### src/ata_xfer_pkg.sv
// package: register map, field positions and carriers for the transfer bank
package ata_xfer_pkg;
   // register word indices (all printed offsets are indices, byte addr = 4x)
   localparam logic [7:0] IDX_CTRL = 8'hdd;
   localparam logic [7:0] IDX_CNT0 = 8'he1;
   localparam logic [7:0] IDX_CNT1 = 8'he2;
   localparam logic [7:0] IDX_CNT2 = 8'he3;
   localparam logic [7:0] IDX_CNT3 = 8'he4;
   localparam logic [7:0] IDX_PIO = 8'he8;
   localparam logic [7:0] IDX_IRQ_STAT = 8'he9;
   localparam logic [7:0] IDX_IRQ_MASK = 8'hea;
   localparam logic [7:0] IDX_BUF = 8'heb;
   // control bit positions
   localparam int CTL_OUT_EN = 7;
   localparam int CTL_PIO_DONE = 6;
   localparam int CTL_ABORT = 5;
   localparam int CTL_ERROR = 4;
   localparam int CTL_SWAP = 3;
   localparam int CTL_AUTO = 2;
   localparam int CTL_RSVD = 1;
   localparam int CTL_UDMA = 0;
   // interrupt status bits
   localparam int IRQ_PIO = 0;
   localparam int IRQ_ERR = 1;
   localparam int IRQ_DONE = 2;
   localparam int IRQ_W = 3;
   // buffer bits in bulk endpoint control view
   localparam int BUF_A = 4;
   localparam int BUF_B = 5;
   // reset values
   localparam logic [7:0] CTRL_RESET = 8'h00;
   localparam logic [31:0] CNT_RESET = 32'h0000_0000;
   localparam logic [2:0] DRIVE_ADDR_DATA = 3'h0;

   // drive-side pins gated by the output enable bit
   typedef struct packed {
      logic [2:0] addr;
      logic rd_n;
      logic wr_n;
      logic cs1_n;
      logic cs0_n;
      logic dack;
      logic [15:0] data;
   } drive_pins_s;

   // one pio request from the processor to the drive window
   typedef struct packed {
      logic start;
      logic done;
      logic is_read;
      logic [7:0] rdata;
   } pio_evt_s;
endpackage : ata_xfer_pkg

### src/ata_transfer_control_regs.sv
// transfer control and count register bank for the drive interface
`timescale 1ns/1ps
module ata_transfer_control_regs
   import ata_xfer_pkg::*;
(
   input wire logic core_clk_i,
   input wire logic reset_i,
   // avalon-mm slave
   input wire logic [9:0] avs_address_i,
   input wire logic avs_read_i,
   input wire logic avs_write_i,
   input wire logic [31:0] avs_writedata_i,
   input wire logic [3:0] avs_byteenable_i,
   output logic [31:0] avs_readdata_o,
   output logic avs_waitrequest_o,
   output logic [1:0] avs_response_o,
   // drive data engine side
   input wire logic xfer_beat_i,
   input wire logic xfer_two_bytes_i,
   input wire logic xfer_stop_i,
   input wire logic packet_end_i,
   input wire pio_evt_s pio_i,
   input wire drive_pins_s drive_pins_i,
   output drive_pins_s drive_pins_o,
   output logic drive_pins_oe_o,
   output logic xfer_active_o,
   output logic udma_enable_o,
   output logic auto_transfer_o,
   output logic buffer_b_sel_o,
   output logic irq_o
);

   logic [7:0] ctrl_q;
   logic [7:0] ctrl_d;
   logic [31:0] cnt_q;
   logic [31:0] cnt_d;
   logic active_q;
   logic active_d;
   logic buf_b_q;
   logic [7:0] pio_low_q;
   logic [IRQ_W-1:0] irq_stat_q;
   logic [IRQ_W-1:0] irq_stat_d;
   logic [IRQ_W-1:0] irq_mask_q;
   logic [31:0] rdata_q;
   logic ack_q;
   logic [1:0] resp_q;
   drive_pins_s pins_q;
   logic oe_q;
   logic irq_q;

   // bus decode: one wait state, answer on the second edge of the request
   wire req = (avs_read_i | avs_write_i) & ~ack_q;
   wire [7:0] idx = avs_address_i[9:2];
   wire be0 = avs_byteenable_i[0];
   wire wr_go = avs_write_i & ~ack_q & be0;
   wire [7:0] wb = avs_writedata_i[7:0];
   wire hit_ctrl = (idx == IDX_CTRL);
   wire hit_cnt0 = (idx == IDX_CNT0);
   wire hit_cnt1 = (idx == IDX_CNT1);
   wire hit_cnt2 = (idx == IDX_CNT2);
   wire hit_cnt3 = (idx == IDX_CNT3);
   wire hit_pio = (idx == IDX_PIO);
   wire hit_stat = (idx == IDX_IRQ_STAT);
   wire hit_mask = (idx == IDX_IRQ_MASK);
   wire hit_buf = (idx == IDX_BUF);
   wire mapped = hit_ctrl | hit_cnt0 | hit_cnt1 | hit_cnt2 | hit_cnt3 |
      hit_pio | hit_stat | hit_mask | hit_buf;
   wire wr_ctrl = wr_go & hit_ctrl;
   wire start_xfer = wr_go & hit_cnt0;
   wire abort_req = wr_ctrl & wb[CTL_ABORT];

   // transfer engine events
   wire [31:0] step = xfer_two_bytes_i ? 32'h0000_0002 : 32'h0000_0001;
   wire beat = active_q & xfer_beat_i;
   wire last_beat = beat & (cnt_q <= step);
   wire early_end = active_q & xfer_stop_i & ~last_beat;
   wire err_evt = early_end | (abort_req & active_q);
   wire swap_on = ctrl_q[CTL_SWAP] | ctrl_q[CTL_AUTO];

   // count and active next state
   always_comb begin
      cnt_d = cnt_q;
      active_d = active_q;
      if (wr_go & hit_cnt1) cnt_d[15:8] = wb;
      if (wr_go & hit_cnt2) cnt_d[23:16] = wb;
      if (wr_go & hit_cnt3) cnt_d[31:24] = wb;
      if (beat) cnt_d = last_beat ? 32'h0000_0000 : cnt_q - step;
      if (last_beat | early_end | abort_req) active_d = 1'b0;
      if (start_xfer) begin
         cnt_d[7:0] = wb;
         active_d = 1'b1;
      end
   end

   // control register next state
   always_comb begin
      ctrl_d = ctrl_q;
      if (wr_ctrl) begin
         ctrl_d[CTL_OUT_EN] = wb[CTL_OUT_EN];
         ctrl_d[CTL_SWAP] = wb[CTL_SWAP];
         ctrl_d[CTL_AUTO] = wb[CTL_AUTO];
         ctrl_d[CTL_UDMA] = wb[CTL_UDMA];
         if (wb[CTL_PIO_DONE]) ctrl_d[CTL_PIO_DONE] = 1'b0;
         if (wb[CTL_ABORT]) ctrl_d[CTL_ABORT] = 1'b1;
      end
      if (abort_req) ctrl_d[CTL_ERROR] = 1'b1;
      if (pio_i.start) ctrl_d[CTL_PIO_DONE] = 1'b0;
      if (start_xfer) begin
         ctrl_d[CTL_ABORT] = 1'b0;
         ctrl_d[CTL_ERROR] = 1'b0;
      end
      if (err_evt) ctrl_d[CTL_ERROR] = 1'b1;
      if (pio_i.done) ctrl_d[CTL_PIO_DONE] = 1'b1;
      ctrl_d[CTL_RSVD] = 1'b0;
   end

   // sticky interrupt status: set wins over write-one clear
   always_comb begin
      irq_stat_d = irq_stat_q;
      if (wr_go & hit_stat) irq_stat_d = irq_stat_q & ~wb[IRQ_W-1:0];
      irq_stat_d[IRQ_PIO] = irq_stat_d[IRQ_PIO] | pio_i.done;
      irq_stat_d[IRQ_ERR] = irq_stat_d[IRQ_ERR] | err_evt;
      irq_stat_d[IRQ_DONE] = irq_stat_d[IRQ_DONE] | last_beat;
   end

   // read mux, reserved control bit reads one, unused bits zero
   wire [7:0] ctrl_rd = ctrl_q | (8'h01 << CTL_RSVD);
   wire [7:0] buf_rd = ({7'h00, ~buf_b_q} << BUF_A) |
      ({7'h00, buf_b_q} << BUF_B);
   wire [7:0] rd_byte =
      hit_ctrl ? ctrl_rd :
      hit_cnt0 ? cnt_q[7:0] :
      hit_cnt1 ? cnt_q[15:8] :
      hit_cnt2 ? cnt_q[23:16] :
      hit_cnt3 ? cnt_q[31:24] :
      hit_pio ? pio_low_q :
      hit_stat ? {5'h00, irq_stat_q} :
      hit_mask ? {5'h00, irq_mask_q} :
      hit_buf ? buf_rd : 8'h00;

   // drive pin gating
   wire out_en = ctrl_q[CTL_OUT_EN];

   // register state
   always_ff @(posedge core_clk_i) begin
      if (reset_i) begin
         ctrl_q <= CTRL_RESET;
         cnt_q <= CNT_RESET;
         active_q <= 1'b0;
         irq_stat_q <= '0;
         irq_mask_q <= '0;
      end else begin
         ctrl_q <= ctrl_d;
         cnt_q <= cnt_d;
         active_q <= active_d;
         irq_stat_q <= irq_stat_d;
         if (wr_go & hit_mask) irq_mask_q <= wb[IRQ_W-1:0];
      end
   end

   // buffer selection: swaps on packet end only while running cleanly
   always_ff @(posedge core_clk_i) begin
      if (reset_i) begin
         buf_b_q <= 1'b0;
      end else if (active_q & packet_end_i & swap_on & ~err_evt) begin
         buf_b_q <= ~buf_b_q;
      end
   end

   // pio read byte capture
   always_ff @(posedge core_clk_i) begin
      if (reset_i) begin
         pio_low_q <= 8'h00;
      end else if (pio_i.done & pio_i.is_read) begin
         pio_low_q <= pio_i.rdata;
      end
   end

   // bus answer registers
   always_ff @(posedge core_clk_i) begin
      if (reset_i) begin
         ack_q <= 1'b0;
         rdata_q <= 32'h0000_0000;
         resp_q <= 2'b00;
      end else begin
         ack_q <= req;
         rdata_q <= req ? {24'h000000, rd_byte} : 32'h0000_0000;
         resp_q <= (req & ~mapped) ? 2'b10 : 2'b00;
      end
   end

   // output flops
   always_ff @(posedge core_clk_i) begin
      if (reset_i) begin
         pins_q <= '0;
         oe_q <= 1'b0;
         irq_q <= 1'b0;
      end else begin
         pins_q <= out_en ? drive_pins_i : '0;
         oe_q <= out_en;
         irq_q <= |(irq_stat_d & irq_mask_q);
      end
   end

   assign avs_readdata_o = rdata_q;
   assign avs_waitrequest_o = ~ack_q;
   assign avs_response_o = resp_q;
   assign drive_pins_o = pins_q;
   assign drive_pins_oe_o = oe_q;
   assign xfer_active_o = active_q;
   assign udma_enable_o = ctrl_q[CTL_UDMA];
   assign auto_transfer_o = ctrl_q[CTL_AUTO];
   assign buffer_b_sel_o = buf_b_q;
   assign irq_o = irq_q;
endmodule : ata_transfer_control_regs

### config.mk
export PLATFORM = sky130hd
export DESIGN_NAME = ata_transfer_control_regs
export DESIGN_NICKNAME = d
export VERILOG_FILES = /design/src/ata_xfer_pkg.sv /design/src/ata_transfer_control_regs.sv
export SDC_FILE = /design/constraint.sdc
export NUM_CORES = 1
export LEC_CHECK = 0
export ABC_AREA = 1
export BUFFER_PORTS_ARGS = -buffer_cell sky130_fd_sc_hd__buf_2
export CORE_AREA = 2 2 107 109
export DETAILED_ROUTE_END_ITERATION = 10
export DIE_AREA = 0 0 109 111
export GPL_ROUTABILITY_DRIVEN = 1
export PLACE_DENSITY = 0.75
export SLEW_MARGIN = 0
export SYNTH_ARGS = -nofsm -noshare
export SYNTH_HDL_FRONTEND = slang
export SYNTH_SLANG_ARGS = --single-unit
### constraint.sdc
create_clock -name core_clk_i -period 2.5 [get_ports core_clk_i]
set_input_delay 0.25 -clock core_clk_i [delete_from_list [all_inputs] [get_ports core_clk_i]]
set_output_delay 0.25 -clock core_clk_i [all_outputs]
set_load 0.02 [all_outputs]
==> run metrics <==
status=finished clean; worst-skew pair later-pin latency=340 ps; max-cap check violation count=0; RSZ-0062 raised after global routing=no; Syn-to-layout area delta=15.45%; Setup TNS=0 ps; post-CTS resize count=0; crit path capture type=flip-flop; most frequent cells in the layout=nand2_1 (156), inv_1 (130), nor2_1 (115); clock skew=7.108 ps; WL/cell=14.29 um; Routed Antenna Nets=0; post-route insts no fill=1,042; root buf cell=clkbuf_16; Clock Power Share=0.439; HPWL Detailed=11,260 um; Layout Utilization=0.5494; worst-path fanout max=8; Most used DFF post-synth=dfxtp_1; clock slew at the register clock pins of the worst setup and hold paths=70 ps; # IOs=154; Max VDD drop=0.3280 mV; power consumption=3.140 mW; max-slew violations=0; die width=109 um; die area=12,100 um^2; Post-synth EDFFs=0; Die Ht=111 um; Switching Share=0.2560; layout cells sized above 1=0.1860; CTS Buffer Depth=2; Crit path arrival time=2470 ps; Core Footprint=11,080 um^2; most common cell after layout, fill and taps aside=nand2_1; nets=985; # setup viols final=0; Seq pwr share=0.468; Std-Cell Rows=39; Internal=2.336 mW; Yosys reg bits=91; P per Cell Area=516.0 nW/um^2; CTS tree=yes; H-Tree Level Count=3; Tcrit/Tclk final=0.9016; Post-CTS Setup Bufs=0; Final Wtd Congestion=0.9502; vias in the first global route=4,902; Starting Density=0.4759; final hold violations=0; grt total ovfl=0; Cell variety after synth=42; Period minus WS final=2254 ps; critical path startpoint category=flip-flop; Synth Warn #=0; area fraction of the dominant cell type after synthesis=0.3456; hold bufs inserted after CTS=0; initial antenna violation count=1; Tightest Pin Transition=711.4 ps; Vias=5,325; hold crit path type=in2reg; CTS sink cnt=91; DRT Pass-1 Iters=5; vias per cell=5.110; ranking of synthesized cells by area=dfxtp_1 (35%), nand2_1 (11%), inv_1 (9.3%); Comb pwr share=0.093; Leak=3.304 nW; Avg Synthesized Cell Area=6.622 um^2; Buffers on Ports=99; post-synthesis async set-or-reset flop share=0; sequential area share after synthesis=0.3456; final hold slack=111.9 ps; largest net degree at the start of global routing=41; initial drt markers=428; Mapped Cells=796; f_max=0.4437 GHz; switching power of the nets=0.8041 mW; WP data required=2720 ps; post-placement cell count=1,025; area leader, netlist=dfxtp_1; CTS buffer count=9; slew margin rel.=0.5252; GRT Overall Usage=0.2535; # DRC=0; Cell Area, Synth=5271 um^2; first-pass GRT wire length=23,950 um; drt total wl=14,890 um; critical path class=reg2reg
[critical path, stage by stage, from the launching register on]
cell and delay [ps]:
dfxtp_1 300, inv_1 90, ha_1 150, inv_1 50
fa_1 370, inv_1 100, nand3_2 130, nor2_4 220
inv_4 60, nand2_4 90, nand2_2 170, nand2_2 130
nor2_4 60, a21oi_1 150, nor2_1 50
[power groups by stage]
stage,Clock (mW),Sequential (mW),Combinational (mW)
4_1_cts,1.40,1.47,0.287
5_1_grt,1.47,1.47,0.321
2_1_floorplan,0,1.50,0.210
6_report,1.38,1.47,0.292
3_3_place_gp,0,1.50,0.283
3_5_place_dp,0,1.50,0.285
[stage by stage]
| stage | area (um^2) | setup WS [ps] |
|---|---|---|
| after floorplan | 5361 | 555.8 |
| after global placement | 5782 | 220.7 |
| after detailed placement | 5782 | 175.9 |
| after CTS | 6083 | 270.7 |
| after global routing | 6086 | 74.50 |
| final | 6086 | 246.1 |
[flip-flops by register name, summed over array words and instances, names as in the netlist, 3 cells and up]
signal,flops
pio_low_q,8
cnt_q,32
irq_mask_q,3
drive_pins_o,24
irq_stat_q,3
ctrl_q,7
avs_readdata_o,8
[layer usage]
metal  vias up  track usage  share of wire  routed length [um]
met5         -            0              0                   0
li1       2659            -              -                   -
met1      2416       0.3367           0.44                6551
met3        44      0.03292          0.069                1030
met2       206       0.4087           0.45                6726
met4         0       0.1077          0.039                 578
[worst paths after layout]
kind | startpoint | to | slack [ps] | depth (start not counted)
worst max-delay path | cnt_q[0]$_SDFFE_PP0P_ | cnt_q[4]$_SDFFE_PP0P_ | 250 | 14
worst min-delay path | drive_pins_i[13] | drive_pins_o[13]$_SDFF_PP0_ | 110 | 3
worst max register to register | cnt_q[0]$_SDFFE_PP0P_ | cnt_q[4]$_SDFFE_PP0P_ | 250 | 14
worst min register to register | pio_low_q[5]$_SDFFE_PP0P_ | pio_low_q[5]$_SDFFE_PP0P_ | 460 | 2
[final cells by class]
class | instances | area (um^2)
fillers | 1095 | 4991
clock buffers | 10 | 229.0
repair buffers | 103 | 525.5
diodes | 1 | 2.502
well taps | 143 | 178.9
flip-flops and latches | 91 | 1822
clock inverters | 6 | 72.57
inverters | 137 | 521.8
multi-input cells | 551 | 2734
[cells by family after synthesis]
group / share of synthesized area
simple gates: 0.3439
fa+ha+maj: 0.008544
flops: 0.3456
buf+inv: 0.1529
other cells: 0.0007114
compound gates: 0.1251
xor+xnor: 0.02326
[synthesized netlist by cell type, types with 6 or more instances]
cell        n
inv_1     130
nand4_1    20
nand3_1    48
a21oi_1    39
nand2_2     9
clkbuf_1   10
dfxtp_1    91
nand3_2     6
nor2_2      9
nand2_1   156
nor2_1    115
buf_4      26
xor2_1     11
o21ai_0    59
Power figures use the tool's default switching activity.
